==> config.mk <==
export PLATFORM = sky130hd
export DESIGN_NAME = cdd_decoder
export DESIGN_NICKNAME = d
export VERILOG_FILES = /design/src/design/cdd_pkg.sv /design/src/design/cdd_decoder.sv
export SDC_FILE = /design/constraint.sdc
export NUM_CORES = 1
export LEC_CHECK = 0
export ABC_AREA = 1
export ABC_CLOCK_PERIOD_IN_PS = 2100
export BUFFER_PORTS_ARGS = -buffer_cell sky130_fd_sc_hd__buf_2
export CELL_PAD_IN_SITES_DETAIL_PLACEMENT = 0
export CELL_PAD_IN_SITES_GLOBAL_PLACEMENT = 1
export CORE_MARGIN = 2
export CORE_UTILIZATION = 25
export DETAILED_ROUTE_END_ITERATION = 16
export PLACE_DENSITY = 0.61
export SLEW_MARGIN = 10
export SYNTH_ARGS = -nofsm -noshare
export SYNTH_HDL_FRONTEND = slang
export SYNTH_SLANG_ARGS = --single-unit
==> constraint.sdc <==
create_clock -name ref_clk -period 2.1 [get_ports ref_clk]
set_input_delay 0.21 -clock ref_clk [delete_from_list [all_inputs] [get_ports ref_clk]]
set_output_delay 0.21 -clock ref_clk [all_outputs]
set_load 0.05 [all_outputs]
==> src/design/cdd_pkg.sv <==
package cdd_pkg;

   // register select values seen on the one-bit address
   localparam logic       ADDR_INSTR    = 1'b0;
   localparam logic       ADDR_DATA     = 1'b1;

   // timing
   localparam int         CLK_PERIOD_NS = 4;
   localparam int         CLEAR_TIME_US = 6200;
   localparam int         CLEAR_CYCLES  = CLEAR_TIME_US * 1000 / CLK_PERIOD_NS;
   localparam int         EXEC_CYCLES   = 1;
   localparam int         CNT_W         = 21;

   // display data ram layout
   localparam logic [7:0] BLANK_CHAR    = 8'h20;
   localparam logic [6:0] ONE_LAST      = 7'h4f;
   localparam logic [6:0] L1_LAST       = 7'h27;
   localparam logic [6:0] L2_FIRST      = 7'h40;
   localparam logic [6:0] L2_LAST       = 7'h67;
   localparam logic [6:0] FILL_LAST     = 7'h7f;
   localparam logic [6:0] SHIFT_MAX_TWO = 7'h27;
   localparam logic [6:0] SHIFT_MAX_ONE = 7'h4f;

   // instruction field positions
   localparam int         BIT_ID        = 1;
   localparam int         BIT_SH        = 0;
   localparam int         BIT_DISP      = 2;
   localparam int         BIT_CUR       = 1;
   localparam int         BIT_BLINK     = 0;
   localparam int         BIT_SC        = 3;
   localparam int         BIT_RL        = 2;
   localparam int         BIT_GC        = 3;
   localparam int         BIT_PWR       = 2;
   localparam int         BIT_WIDTH     = 4;
   localparam int         BIT_LINES     = 3;
   localparam int         BIT_FONT      = 2;
   localparam logic [1:0] FT_NONE       = 2'h3;

   typedef enum logic [3:0] {
      I_NONE, I_CLEAR, I_HOME, I_ENTRY, I_DISP, I_SHIFT, I_MODE, I_FUNC, I_CGADDR,
      I_DDADDR
   } cdd_instr_type;

   typedef enum logic [1:0] {ST_IDLE, ST_EXEC, ST_CLEAR} cdd_state_type;

   typedef struct packed {
      logic       display_on;
      logic       cursor_on;
      logic       cursor_blink;
      logic       graphic_mode;
      logic       power_on;
      logic       interface_width;
      logic       two_line;
      logic       tall_font;
      logic [1:0] font_table;
      logic       inc_dir;
      logic       shift_en;
      logic       cg_select;
   } cdd_ctrl_type;

   typedef struct packed {
      logic       we;
      logic       cg;
      logic [6:0] addr;
      logic [7:0] wdata;
   } cdd_ram_type;

   localparam cdd_ctrl_type CTRL_RESET = '{
      display_on: 1'b0, cursor_on: 1'b0, cursor_blink: 1'b0, graphic_mode: 1'b0,
      power_on: 1'b0, interface_width: 1'b1, two_line: 1'b0, tall_font: 1'b0,
      font_table: 2'h0, inc_dir: 1'b1, shift_en: 1'b0, cg_select: 1'b0};

endpackage : cdd_pkg

==> src/design/cdd_decoder.sv <==
// The plain strobed port and the register offsets were decided locally.
`timescale 1ns/100ps
module cdd_decoder #(
   parameter int unsigned CLEAR_CYCLES = cdd_pkg::CLEAR_CYCLES
) (
   input  wire logic               ref_clk,
   input  wire logic               rst_n,
   input  wire logic               reg_addr,
   input  wire logic [7:0]         reg_wdata,
   input  wire logic               reg_wr,
   input  wire logic               reg_rd,
   output      logic [7:0]         reg_rdata,
   output      cdd_pkg::cdd_ctrl_type ctrl,
   output      logic [6:0]         address_counter,
   output      logic [6:0]         display_shift,
   output      logic               busy_indication,
   output      cdd_pkg::cdd_ram_type ram,
   input  wire logic [7:0]         ram_rdata
);
   import cdd_pkg::*;

   cdd_state_type    state;
   logic [CNT_W-1:0] busy_cnt;
   logic             step_pend;
   logic [6:0]       fill_addr;
   logic             fill_left;
   logic             func_done;
   logic             nib_phase;
   logic [3:0]       nib_hi;
   cdd_instr_type    cls;
   logic             nib_mode;
   logic             wr_ok;
   logic             byte_done;
   logic [7:0]       wbyte;
   logic             allowed;
   logic             instr_go;
   logic             clear_go;
   logic             data_wr_go;
   logic             data_rd_ok;
   logic             data_rd_go;
   logic             stat_rd;
   logic             exec_end;
   logic [7:0]       status_byte;

   assign busy_indication = (state != ST_IDLE);
   assign nib_mode        = ~ctrl.interface_width;
   assign wr_ok           = reg_wr & ~busy_indication;
   assign byte_done       = wr_ok & (~nib_mode | nib_phase);
   assign wbyte           = nib_mode ? {nib_hi, reg_wdata[7:4]} : reg_wdata;
   assign instr_go        = byte_done & (reg_addr == ADDR_INSTR) & allowed;
   assign clear_go        = instr_go & (cls == I_CLEAR);
   assign data_wr_go      = byte_done & (reg_addr == ADDR_DATA);
   assign data_rd_ok      = reg_rd & (reg_addr == ADDR_DATA) & ~busy_indication;
   assign data_rd_go      = data_rd_ok & (~nib_mode | nib_phase);
   assign stat_rd         = reg_rd & (reg_addr == ADDR_INSTR);
   assign exec_end        = (state == ST_EXEC) && (busy_cnt == '0);
   assign status_byte     = {busy_indication, address_counter};

   // highest set bit names the instruction, except bit 4, where bits 1:0 pick shift (00) or mode (11)
   always_comb begin
      casez (wbyte)
         8'b1???????: cls = I_DDADDR;
         8'b01??????: cls = I_CGADDR;
         8'b001?????: cls = I_FUNC;
         8'b0001??00: cls = I_SHIFT;
         8'b0001??11: cls = I_MODE;
         8'b00001???: cls = I_DISP;
         8'b000001??: cls = I_ENTRY;
         8'b0000001?: cls = I_HOME;
         8'b00000001: cls = I_CLEAR;
         default:     cls = I_NONE;
      endcase
   end

   // until the first function set no other instruction takes effect; later
   // function sets pass only when they flip the width
   always_comb begin
      if (!func_done) begin
         allowed = (cls == I_FUNC);
      end else begin
         allowed = (cls != I_FUNC) || (wbyte[BIT_WIDTH] != ctrl.interface_width);
      end
   end

   function automatic logic [6:0] ac_step(input logic [6:0] a, input logic up,
                                          input logic two, input logic cg);
      logic [6:0] r;
      r = a;
      if (cg) begin
         r = {1'b0, up ? a[5:0] + 6'h01 : a[5:0] - 6'h01};
      end else if (two) begin
         if (up) begin
            r = (a == L1_LAST) ? L2_FIRST : (a == L2_LAST) ? 7'h00 : a + 7'h01;
         end else begin
            r = (a == 7'h00) ? L2_LAST : (a == L2_FIRST) ? L1_LAST : a - 7'h01;
         end
      end else begin
         if (up) begin
            r = (a == ONE_LAST) ? 7'h00 : a + 7'h01;
         end else begin
            r = (a == 7'h00) ? ONE_LAST : a - 7'h01;
         end
      end
      return r;
   endfunction : ac_step

   // both lines share one offset, so a line never slides into the other
   function automatic logic [6:0] shift_step(input logic [6:0] s, input logic left,
                                             input logic two);
      logic [6:0] lim;
      logic [6:0] r;
      lim = two ? SHIFT_MAX_TWO : SHIFT_MAX_ONE;
      if (left) begin
         r = (s >= lim) ? 7'h00 : s + 7'h01;
      end else begin
         r = (s == 7'h00) ? lim : s - 7'h01;
      end
      return r;
   endfunction : shift_step

   // nibble pairing in four-bit mode: high nibble first
   always_ff @(posedge ref_clk or negedge rst_n) begin
      if (!rst_n) begin
         nib_phase <= 1'b0;
         nib_hi    <= 4'h0;
      end else if (instr_go && cls == I_FUNC) begin
         nib_phase <= 1'b0;
         nib_hi    <= 4'h0;
      end else if (nib_mode && (wr_ok || data_rd_ok || stat_rd)) begin
         nib_phase <= ~nib_phase;
         if (wr_ok) begin
            nib_hi <= reg_wdata[7:4];
         end
      end
   end

   // read data stands only in the cycle after the strobe
   always_ff @(posedge ref_clk or negedge rst_n) begin
      if (!rst_n) begin
         reg_rdata <= 8'h00;
      end else if (stat_rd) begin
         if (!nib_mode) begin
            reg_rdata <= status_byte;
         end else begin
            reg_rdata <= nib_phase ? {status_byte[3:0], 4'h0} : {status_byte[7:4], 4'h0};
         end
      end else if (data_rd_ok) begin
         if (!nib_mode) begin
            reg_rdata <= ram_rdata;
         end else begin
            reg_rdata <= nib_phase ? {ram_rdata[3:0], 4'h0} : {ram_rdata[7:4], 4'h0};
         end
      end else begin
         reg_rdata <= 8'h00;
      end
   end

   // busy sequencing
   always_ff @(posedge ref_clk or negedge rst_n) begin
      if (!rst_n) begin
         state     <= ST_IDLE;
         busy_cnt  <= '0;
         step_pend <= 1'b0;
      end else begin
         unique case (state)
            ST_IDLE: begin
               if (clear_go) begin
                  state    <= ST_CLEAR;
                  busy_cnt <= CNT_W'(CLEAR_CYCLES - 1);
               end else if (instr_go || data_wr_go || data_rd_go) begin
                  state     <= ST_EXEC;
                  busy_cnt  <= CNT_W'(EXEC_CYCLES - 1);
                  step_pend <= data_wr_go | data_rd_go;
               end
            end
            ST_EXEC: begin
               if (busy_cnt == '0) begin
                  state     <= ST_IDLE;
                  step_pend <= 1'b0;
               end else begin
                  busy_cnt <= busy_cnt - 1'b1;
               end
            end
            ST_CLEAR: begin
               // the fill must also be done if the time was shortened
               if (busy_cnt == '0 && !fill_left) begin
                  state <= ST_IDLE;
               end else if (busy_cnt != '0) begin
                  busy_cnt <= busy_cnt - 1'b1;
               end
            end
         endcase
      end
   end

   // ram port: blank fill during clear, otherwise data writes at the counter
   always_ff @(posedge ref_clk or negedge rst_n) begin
      if (!rst_n) begin
         ram       <= '0;
         fill_addr <= 7'h00;
         fill_left <= 1'b0;
      end else if (clear_go) begin
         ram.we    <= 1'b0;
         fill_addr <= 7'h00;
         fill_left <= 1'b1;
      end else if (fill_left) begin
         ram.we    <= 1'b1;
         ram.cg    <= 1'b0;
         ram.addr  <= fill_addr;
         ram.wdata <= BLANK_CHAR;
         fill_addr <= fill_addr + 7'h01;
         fill_left <= (fill_addr != FILL_LAST);
      end else begin
         ram.we    <= data_wr_go;
         ram.cg    <= ctrl.cg_select;
         // follow the step at once, so a read straight after busy sees the new cell
         ram.addr  <= (exec_end && step_pend) ? ac_step(address_counter, ctrl.inc_dir,
                      ctrl.two_line, ctrl.cg_select) : address_counter;
         ram.wdata <= wbyte;
      end
   end

   // counter: data accesses step it once busy ends, instructions load it
   always_ff @(posedge ref_clk or negedge rst_n) begin
      if (!rst_n) begin
         address_counter <= 7'h00;
      end else if (exec_end && step_pend) begin
         address_counter <= ac_step(address_counter, ctrl.inc_dir, ctrl.two_line,
                                    ctrl.cg_select);
      end else if (instr_go) begin
         unique case (cls)
            I_CLEAR: begin
               address_counter <= 7'h00;
            end
            I_HOME: begin
               address_counter <= 7'h00;
            end
            I_SHIFT: begin
               // a display shift leaves the counter where it is
               if (!wbyte[BIT_SC]) begin
                  address_counter <= ac_step(address_counter, wbyte[BIT_RL],
                                             ctrl.two_line, ctrl.cg_select);
               end
            end
            I_CGADDR: begin
               address_counter <= {1'b0, wbyte[5:0]};
            end
            I_DDADDR: begin
               // out-of-range addresses are the host's problem and load as given
               address_counter <= wbyte[6:0];
            end
            I_ENTRY, I_DISP, I_MODE, I_FUNC, I_NONE: begin
               address_counter <= address_counter;
            end
         endcase
      end
   end

   // display offset: moved by data accesses with shift on, or by the shift instruction
   always_ff @(posedge ref_clk or negedge rst_n) begin
      if (!rst_n) begin
         display_shift <= 7'h00;
      end else if (exec_end && step_pend) begin
         // cg ram accesses never move the picture
         if (ctrl.shift_en && !ctrl.cg_select) begin
            display_shift <= shift_step(display_shift, ctrl.inc_dir, ctrl.two_line);
         end
      end else if (instr_go) begin
         unique case (cls)
            I_CLEAR, I_HOME: begin
               display_shift <= 7'h00;
            end
            I_SHIFT: begin
               if (wbyte[BIT_SC]) begin
                  // counter untouched, the cursor rides along with the offset
                  display_shift <= shift_step(display_shift, ~wbyte[BIT_RL],
                                              ctrl.two_line);
               end
            end
            I_ENTRY, I_DISP, I_MODE, I_FUNC, I_CGADDR, I_DDADDR, I_NONE: begin
               display_shift <= display_shift;
            end
         endcase
      end
   end

   // control bits latched by the instructions
   always_ff @(posedge ref_clk or negedge rst_n) begin
      if (!rst_n) begin
         ctrl <= CTRL_RESET;
      end else if (instr_go) begin
         unique case (cls)
            I_CLEAR: begin
               ctrl.cg_select <= 1'b0;
               ctrl.inc_dir   <= 1'b1;
            end
            I_HOME: begin
               ctrl.cg_select <= 1'b0;
            end
            I_ENTRY: begin
               ctrl.inc_dir  <= wbyte[BIT_ID];
               ctrl.shift_en <= wbyte[BIT_SH];
            end
            I_DISP: begin
               ctrl.display_on   <= wbyte[BIT_DISP];
               ctrl.cursor_on    <= wbyte[BIT_CUR];
               ctrl.cursor_blink <= wbyte[BIT_BLINK];
            end
            I_MODE: begin
               ctrl.graphic_mode <= wbyte[BIT_GC];
               ctrl.power_on     <= wbyte[BIT_PWR];
            end
            I_FUNC: begin
               ctrl.interface_width <= wbyte[BIT_WIDTH];
               ctrl.two_line        <= wbyte[BIT_LINES];
               ctrl.tall_font       <= wbyte[BIT_FONT];
               // the unavailable table code keeps the table already chosen
               if (wbyte[1:0] != FT_NONE) begin
                  ctrl.font_table <= wbyte[1:0];
               end
            end
            I_CGADDR: begin
               ctrl.cg_select <= 1'b1;
            end
            I_DDADDR: begin
               ctrl.cg_select <= 1'b0;
            end
            I_SHIFT, I_NONE: begin
               ctrl <= ctrl;
            end
         endcase
      end
   end

   // set by the first accepted function set, held until reset
   always_ff @(posedge ref_clk or negedge rst_n) begin
      if (!rst_n) begin
         func_done <= 1'b0;
      end else if (instr_go && cls == I_FUNC) begin
         func_done <= 1'b1;
      end
   end

endmodule : cdd_decoder

Yosys cells after proc, flatten, opt, wreduce, memory -nomap -nowiden

Cells that the tools add are included.

Register bits after elaboration: 90
Bits of input ports: 21
Output and inout port bits: 53
Word-level logic and storage cells: 204

$add $sub $neg: 8
Magnitude comparators: 1
Eq/ne operators: 40
Mux-type cells: 68
Bitwise gates (word level): 16
Reductions and logical operators: 44

Operator list:

| kind                                               | number |
|---|---|
| 2-to-1 mux 7 bit                                   | 29 |
| 2-to-1 mux 21 bit                                  | 5 |
| one-hot mux 21 bit (3 select lines)                | 1 |
| 2-to-1 mux 8 bit                                   | 7 |
| one-hot mux 4 bit (9 select lines)                 | 1 |
| one-hot mux 7 bit (4 select lines)                 | 1 |
| adder 7 x 1 -> 7 bit, second input constant        | 3 |
| == test 7 bit, second input constant               | 3 |
| logical NOT 21 bit                                 | 1 |
| nonzero test 21 bit                                | 1 |
| subtractor 21 x 1 -> 21 bit, second input constant | 1 |
| inequality test 2 bit, second input constant       | 9 |
| 2-to-1 mux 17 bit                                  | 1 |
| == test 4 x 3 -> 1 bit, second input constant      | 4 |
| nonzero test 2 bit                                 | 8 |
| logical NOT 7 bit                                  | 2 |
| one-hot mux 7 bit (2 select lines)                 | 1 |
| AND reduction 2 bit                                | 7 |
| subtractor 7 x 1 -> 7 bit, second input constant   | 2 |
| == test 6 x 3 -> 1 bit, second input constant      | 2 |
| 2-to-1 mux 4 bit                                   | 3 |
| 2-to-1 mux 6 bit                                   | 2 |
| AND reduction 4 bit                                | 3 |
| AND 1 bit                                          | 10 |
| other kinds (35)                                   | 70 |

Longest topological paths before layout

Depth in word-level cells: 12
Depth in mapped cells: 16
Gate-level depth less buffers: 15

Least setup slack after synthesis

No wires, ideal clock.

Path type: register to register
From: register ctrl[6] in the netlist's numbering
To: register display_shift[1]
Setup time: 65 ps
Arrival: 2259 ps
Data required time: 2035 ps
Slack: -224 ps
Cell stages (with the launch flop): 14
Buffers on the path: 1
Clock period less this slack: 2324 ps
Cells stage by stage: dfrtp_1 -> inv_1 -> ha_1 -> nand2_1 -> o21a_1 -> o21ai_0 -> nor2_1 -> buf_2 -> nand3_1 -> o21ai_0 -> nand3_1 -> nand2_1 -> nand3_1 -> nand2_1

Longest elaborated chain between the ends: 8
Elaborated cells on any way between the ends: 10
Classes of those cells: order compare: 1; mux: 9

RTL lines:

| element                             | RTL line           | text |
|---|---|---|
| from (decl)                         | cdd_decoder.sv:13  | `output cdd_pkg::cdd_ctrl_type ctrl,` |
| from (signal assigned)              | cdd_decoder.sv:329 | `ctrl <= ctrl;` |
| 2-to-1 mux 7 bit *                  | cdd_decoder.sv:112 | `lim = two ? SHIFT_MAX_TWO : SHIFT_MAX_ONE;` |
| greater-or-equal comparator 7 bit * | cdd_decoder.sv:114 | `r = (s >= lim) ? 7'h00 : s + 7'h01;` |
| 2-to-1 mux 7 bit *                  | cdd_decoder.sv:114 |  |
| 2-to-1 mux 7 bit                    | cdd_decoder.sv:113 | `if (left) begin` |
| 2-to-1 mux 7 bit                    | cdd_decoder.sv:274 | `if (wbyte[BIT_SC]) begin` |
| one-hot mux 7 bit (2 select lines)  | cdd_decoder.sv:269 | `unique case (cls)` |
| 2-to-1 mux 7 bit                    | cdd_decoder.sv:268 | `end else if (instr_go) begin` |
| 2-to-1 mux 7 bit *                  | cdd_decoder.sv:263 | `end else if (exec_end && step_pend) begin` |
| to (signal assigned)                | cdd_decoder.sv:266 | `display_shift <= shift_step(display_shift, ctrl.inc_dir, ctrl.two_line);` |
| to (signal assigned)                | cdd_decoder.sv:276 | `display_shift <= shift_step(display_shift, ~wbyte[BIT_RL],` |
| to (signal assigned)                | cdd_decoder.sv:281 | `display_shift <= display_shift;` |
| to (decl)                           | cdd_decoder.sv:15  | `output logic [6:0] display_shift,` |

Every way passes the cells marked *; elsewhere a longest branch is shown, timed or not. The select of a mux whose other input is x is not followed.
A chain may end at the register's enable or synchronous reset.

Worst setup path after layout

From: register ctrl[7] in the netlist's numbering
To: register address_counter[2]

Longest elaborated chain between the ends: 9
Elaborated cells on any way between the ends: 43
Classes of those cells: eq/ne: 21; mux: 12; bitwise: 4; reduce/logical: 6

RTL lines:

| element                                        | RTL line           | text |
|---|---|---|
| 2-to-1 mux 8 bit                               | cdd_decoder.sv:49  | `assign wbyte = nib_mode ? {nib_hi, reg_wdata[7:4]} : reg_wdata;` |
| == test 8 x 1 -> 1 bit (tied with other cells) | cdd_decoder.sv:61  | `casez (wbyte)` |
| one-hot mux 4 bit (9 select lines)             | cdd_decoder.sv:61  |  |
| inequality test 4 x 3 -> 1 bit                 | cdd_decoder.sv:81  | `allowed = (cls != I_FUNC) \|\| (wbyte[BIT_WIDTH] != ctrl.interface_width);` |
| logical OR 1 bit                               | cdd_decoder.sv:81  |  |
| 2-to-1 mux 1 bit                               | cdd_decoder.sv:78  | `if (!func_done) begin` |
| AND 1 bit                                      | cdd_decoder.sv:50  | `assign instr_go = byte_done & (reg_addr == ADDR_INSTR) & allowed;` |
| nonzero test 2 bit (no line)                   | -                  |  |
| AND reduction 3 bit (no line)                  | -                  |  |
| to (signal assigned)                           | cdd_decoder.sv:228 | `address_counter <= ac_step(address_counter, ctrl.inc_dir, ctrl.two_line,` |
| to (signal assigned)                           | cdd_decoder.sv:241 | `address_counter <= ac_step(address_counter, wbyte[BIT_RL],` |
| to (signal assigned)                           | cdd_decoder.sv:246 | `address_counter <= {1'b0, wbyte[5:0]};` |
| to (decl)                                      | cdd_decoder.sv:14  | `output logic [6:0] address_counter,` |

Parallel ways exist; a longest one is shown, timed or not. The select of a mux whose other input is x is not followed.

==> flow_metrics.py <==
metrics = {
    "layout": {
        "post-route-util": 0.356,
        "layout.nets": 1203,
        "multi_input_area_sq_um": 4080,
        "ff_latch_area_sq_um": 2260,
        "insertedDiodeCount": 0,
        "drive_gt1_frac": 0.336,
        "nFillCells": 2755,
        "area_delta_synth_final_pct": 41.0,
    },
    "timing": {
        "max_slew_margin": 0.637,
        "rsz0062_at_grt": "yes",
        "hold_viol": 0,
        "final.min_clock_period_ns": 2.13,
        "timing.setup.tns_ns": -0.132,
        "setup-violations-final": 11,
        "setup_slack_ns": -0.0264,
        "period_share": 1.01,
        "worst_pin_slew_ns": 0.542,
        "whs_ns": 0.125,
        "fmax_mhz": 470,
        "skew_ns": 0.0130,
        "slew_viol_final": 0,
    },
    "global_routing": {
        "overflow": 0,
        "grt_antenna_before_repair": 0,
        "grt_max_degree": 49,
        "grt_usage": 0.168,
        "grt_pass1_vias": 6690,
        "grt_pass1_wl_mm": 35.4,
    },
    "place": {
        "dp_slack_ns": -0.120,
        "hpwlAfterDp_mm": 17.6,
        "place_congestion": 0.839,
        "io_buffers": 73,
    },
    "synth": {
        "synthTopCellsByArea": "dfrtp_1 34%, nand2_1 17%, nand3_1 8.2%",
        "ys_ff_latch": 90,
        "syn-cell-area_sq_um": 6500,
        "syn-num-nets": 986,
        "syn_inst": 952,
        "yosys_warnings": 0,
        "ys_top_cells_by_count": "289 x nand2_1, 106 x nand3_1, 93 x nor2_1",
        "synth.avg_cell_area_sq_um": 6.83,
        "ys_seq_area_frac": 0.347,
        "synth_edf_count": 0,
        "synthArstFlopShare": 1.00,
        "yosys.cell_types.count": 49,
        "synth_most_common_cell": "nand2_1",
        "synth_ff_type": "dfrtp_1",
        "synth_top_area_cell": "dfrtp_1",
        "synth_top_area_share": 0.339,
    },
    "cts": {
        "clk_latency_ns": 0.35,
        "htree_levels": 3,
        "cts_buffer_depth": 2,
        "clk_pin_slew_ns": 0.07,
        "cts_num_sinks": 90,
        "tritoncts.num_buffers": 9,
        "cts_root_buf": "clkbuf_16",
        "cts_tree": "built",
    },
    "floorplan": {
        "core-area_sq_um": 25800,
        "boundaryPins": 74,
        "die_h_microns": 165,
        "initial_core_util": 0.252,
        "die_w_microns": 165,
        "dieArea_sq_um": 27300,
        "num_rows": 59,
    },
    "setup_path": {
        "worstPathMaxFanout": 8,
        "r2r_start": "ctrl[7]",
        "worstPathRequired_ns": 2.39,
        "setup.worst_path.start": "ctrl[7]",
        "cp.arrival_ns": 2.42,
        "start_kind": "flip-flop",
        "critical_path_class": "reg -> reg",
        "endpoint_kind": "flip-flop",
    },
    "worst_hold_path": {
        "worstHoldStart": "ram_rdata[3]",
        "hold_class": "in -> reg",
    },
    "drt": {
        "via_per_inst": 4.57,
        "routed_wl_mm": 22.4,
        "ant_nets": 0,
        "wl_per_cell_microns": 14.8,
        "drt-initial-drc-count": 310,
        "drc": 0,
        "drt-pass1-iter-count": 5,
        "dr_total_vias": 6893,
    },
    "status": {
        "status": "complete, but fails checks",
        "failed_checks": "negative setup slack",
    },
    "power": {
        "p_total_mw": 3.85,
        "power_leakage_nw": 4.62,
        "powerDensity_nw_per_um2": 420,
        "vdd_drop_max_v": 0.000331,
    },
    "job": {
        "drv_cap": 0,
    },
}
flip-flops by register name (all words and copies together), names as in the netlist:
name / cells
state: 2
busy_cnt: 21
display_shift: 7
fill_left: 1
address_counter: 7
ctrl: 13
reg_rdata: 8
ram: 17
fill_addr: 7
step_pend: 1
nib_phase: 1
func_done: 1
nib_hi: 4
where the power goes:
group	internal (mW)	total (mW)	switching (mW)
clock network	0.962	1.76	0.798
registers	1.76	1.77	0.0100
logic	0.0992	0.321	0.221
layout make-up:
cell class | count | area share
Clock buffer | 9 | 0.0246
Inverter | 90 | 0.0385
Timing Repair Buffer | 242 | 0.190
Clock inverter | 7 | 0.0104
Sequential cell | 90 | 0.246
Tap cell | 335 | 0.0457
Multi-Input combinational cell | 736 | 0.445
worst paths after layout:
path	endpoint	slack, ns	cells past startpoint
setup / recovery	address_counter[2]	-0.03	11
hold / removal	reg_rdata[3]	0.13	3
setup reg to reg	address_counter[2]	-0.03	11
hold reg to reg	ram[11]	0.48	2
max in group asynchronous	display_shift[6]	1.20	3
min in group asynchronous	busy_cnt[2]	0.27	2
worst max-delay path, cell delays in order (launching register included):
cell       delay [ns]
dfstp_2          0.63
inv_2            0.08
buf_6            0.13
o21ai_4          0.12
nand2_1          0.08
nor2_2           0.16
o21ai_1          0.09
nand4_1          0.21
o2111ai_4        0.25
nand2_4          0.19
nand2_1          0.07
nand2_1          0.05
cell families (layout without fill, tap and decap cells):
logic type | after synthesis | after routing | share of synthesized area
buf+inv | 126 | 348 | 0.0864
xor+xnor | 23 | 23 | 0.0310
compound gates | 141 | 141 | 0.128
fa+ha+maj | 13 | 13 | 0.0250
simple gates | 559 | 559 | 0.383
flops | 90 | 90 | 0.347
metrics by stage:
| stage | instances | area (sq um) |
|---|---|---|
| global placement | 1469 | 8220 |
| finish | 1509 | 9170 |
| global route | 1509 | 9170 |
| CTS | 1497 | 8700 |
| detailed placement | 1469 | 8220 |
| floorplan | 952 | 6530 |
what timing repair did:
action | 4_1_cts | 5_1_grt
cloned | 0 | 1
endpoints found under the hold margin | 16 | 0
hold buffers | 1 | 0
endpoints found under the setup margin | 39 | 66
resized for setup | 17 | 106
pin swaps | 10 | 26
setup buffers | 11 | 11
routing by layer:
metal	routed length [microns]	up-vias	global-route usage
li1	-	3562	-
met1	9970	3218	0.213
met2	11300	86	0.298
met3	594	27	0.0185
met4	491	0	0.0522
met5	0	-	0
cell usage in the layout (no fill, tap or decap), drive strengths merged, types with 2 or more instances in the layout:
master | synthesis | routed
o21a | 4 | 4
nand3b | 4 | 4
o31ai | 8 | 8
nand3 | 111 | 111
nor4 | 3 | 3
nor3 | 13 | 13
a21o | 2 | 2
clkinv | 2 | 3
dfstp | 2 | 2
clkbuf | 13 | 9
xnor2 | 7 | 7
a21oi | 28 | 28
o22ai | 5 | 5
o21ai | 77 | 77
or2 | 2 | 2
o211ai | 2 | 2
o21bai | 2 | 2
xor2 | 16 | 16
nand2 | 303 | 303
a22oi | 5 | 5
nand4 | 15 | 15
buf | 23 | 240
a221oi | 4 | 4
dfrtp | 88 | 88
a31oi | 3 | 3
nor2 | 106 | 106
ha | 13 | 13
inv | 88 | 93
Power figures use the tool's default switching activity.
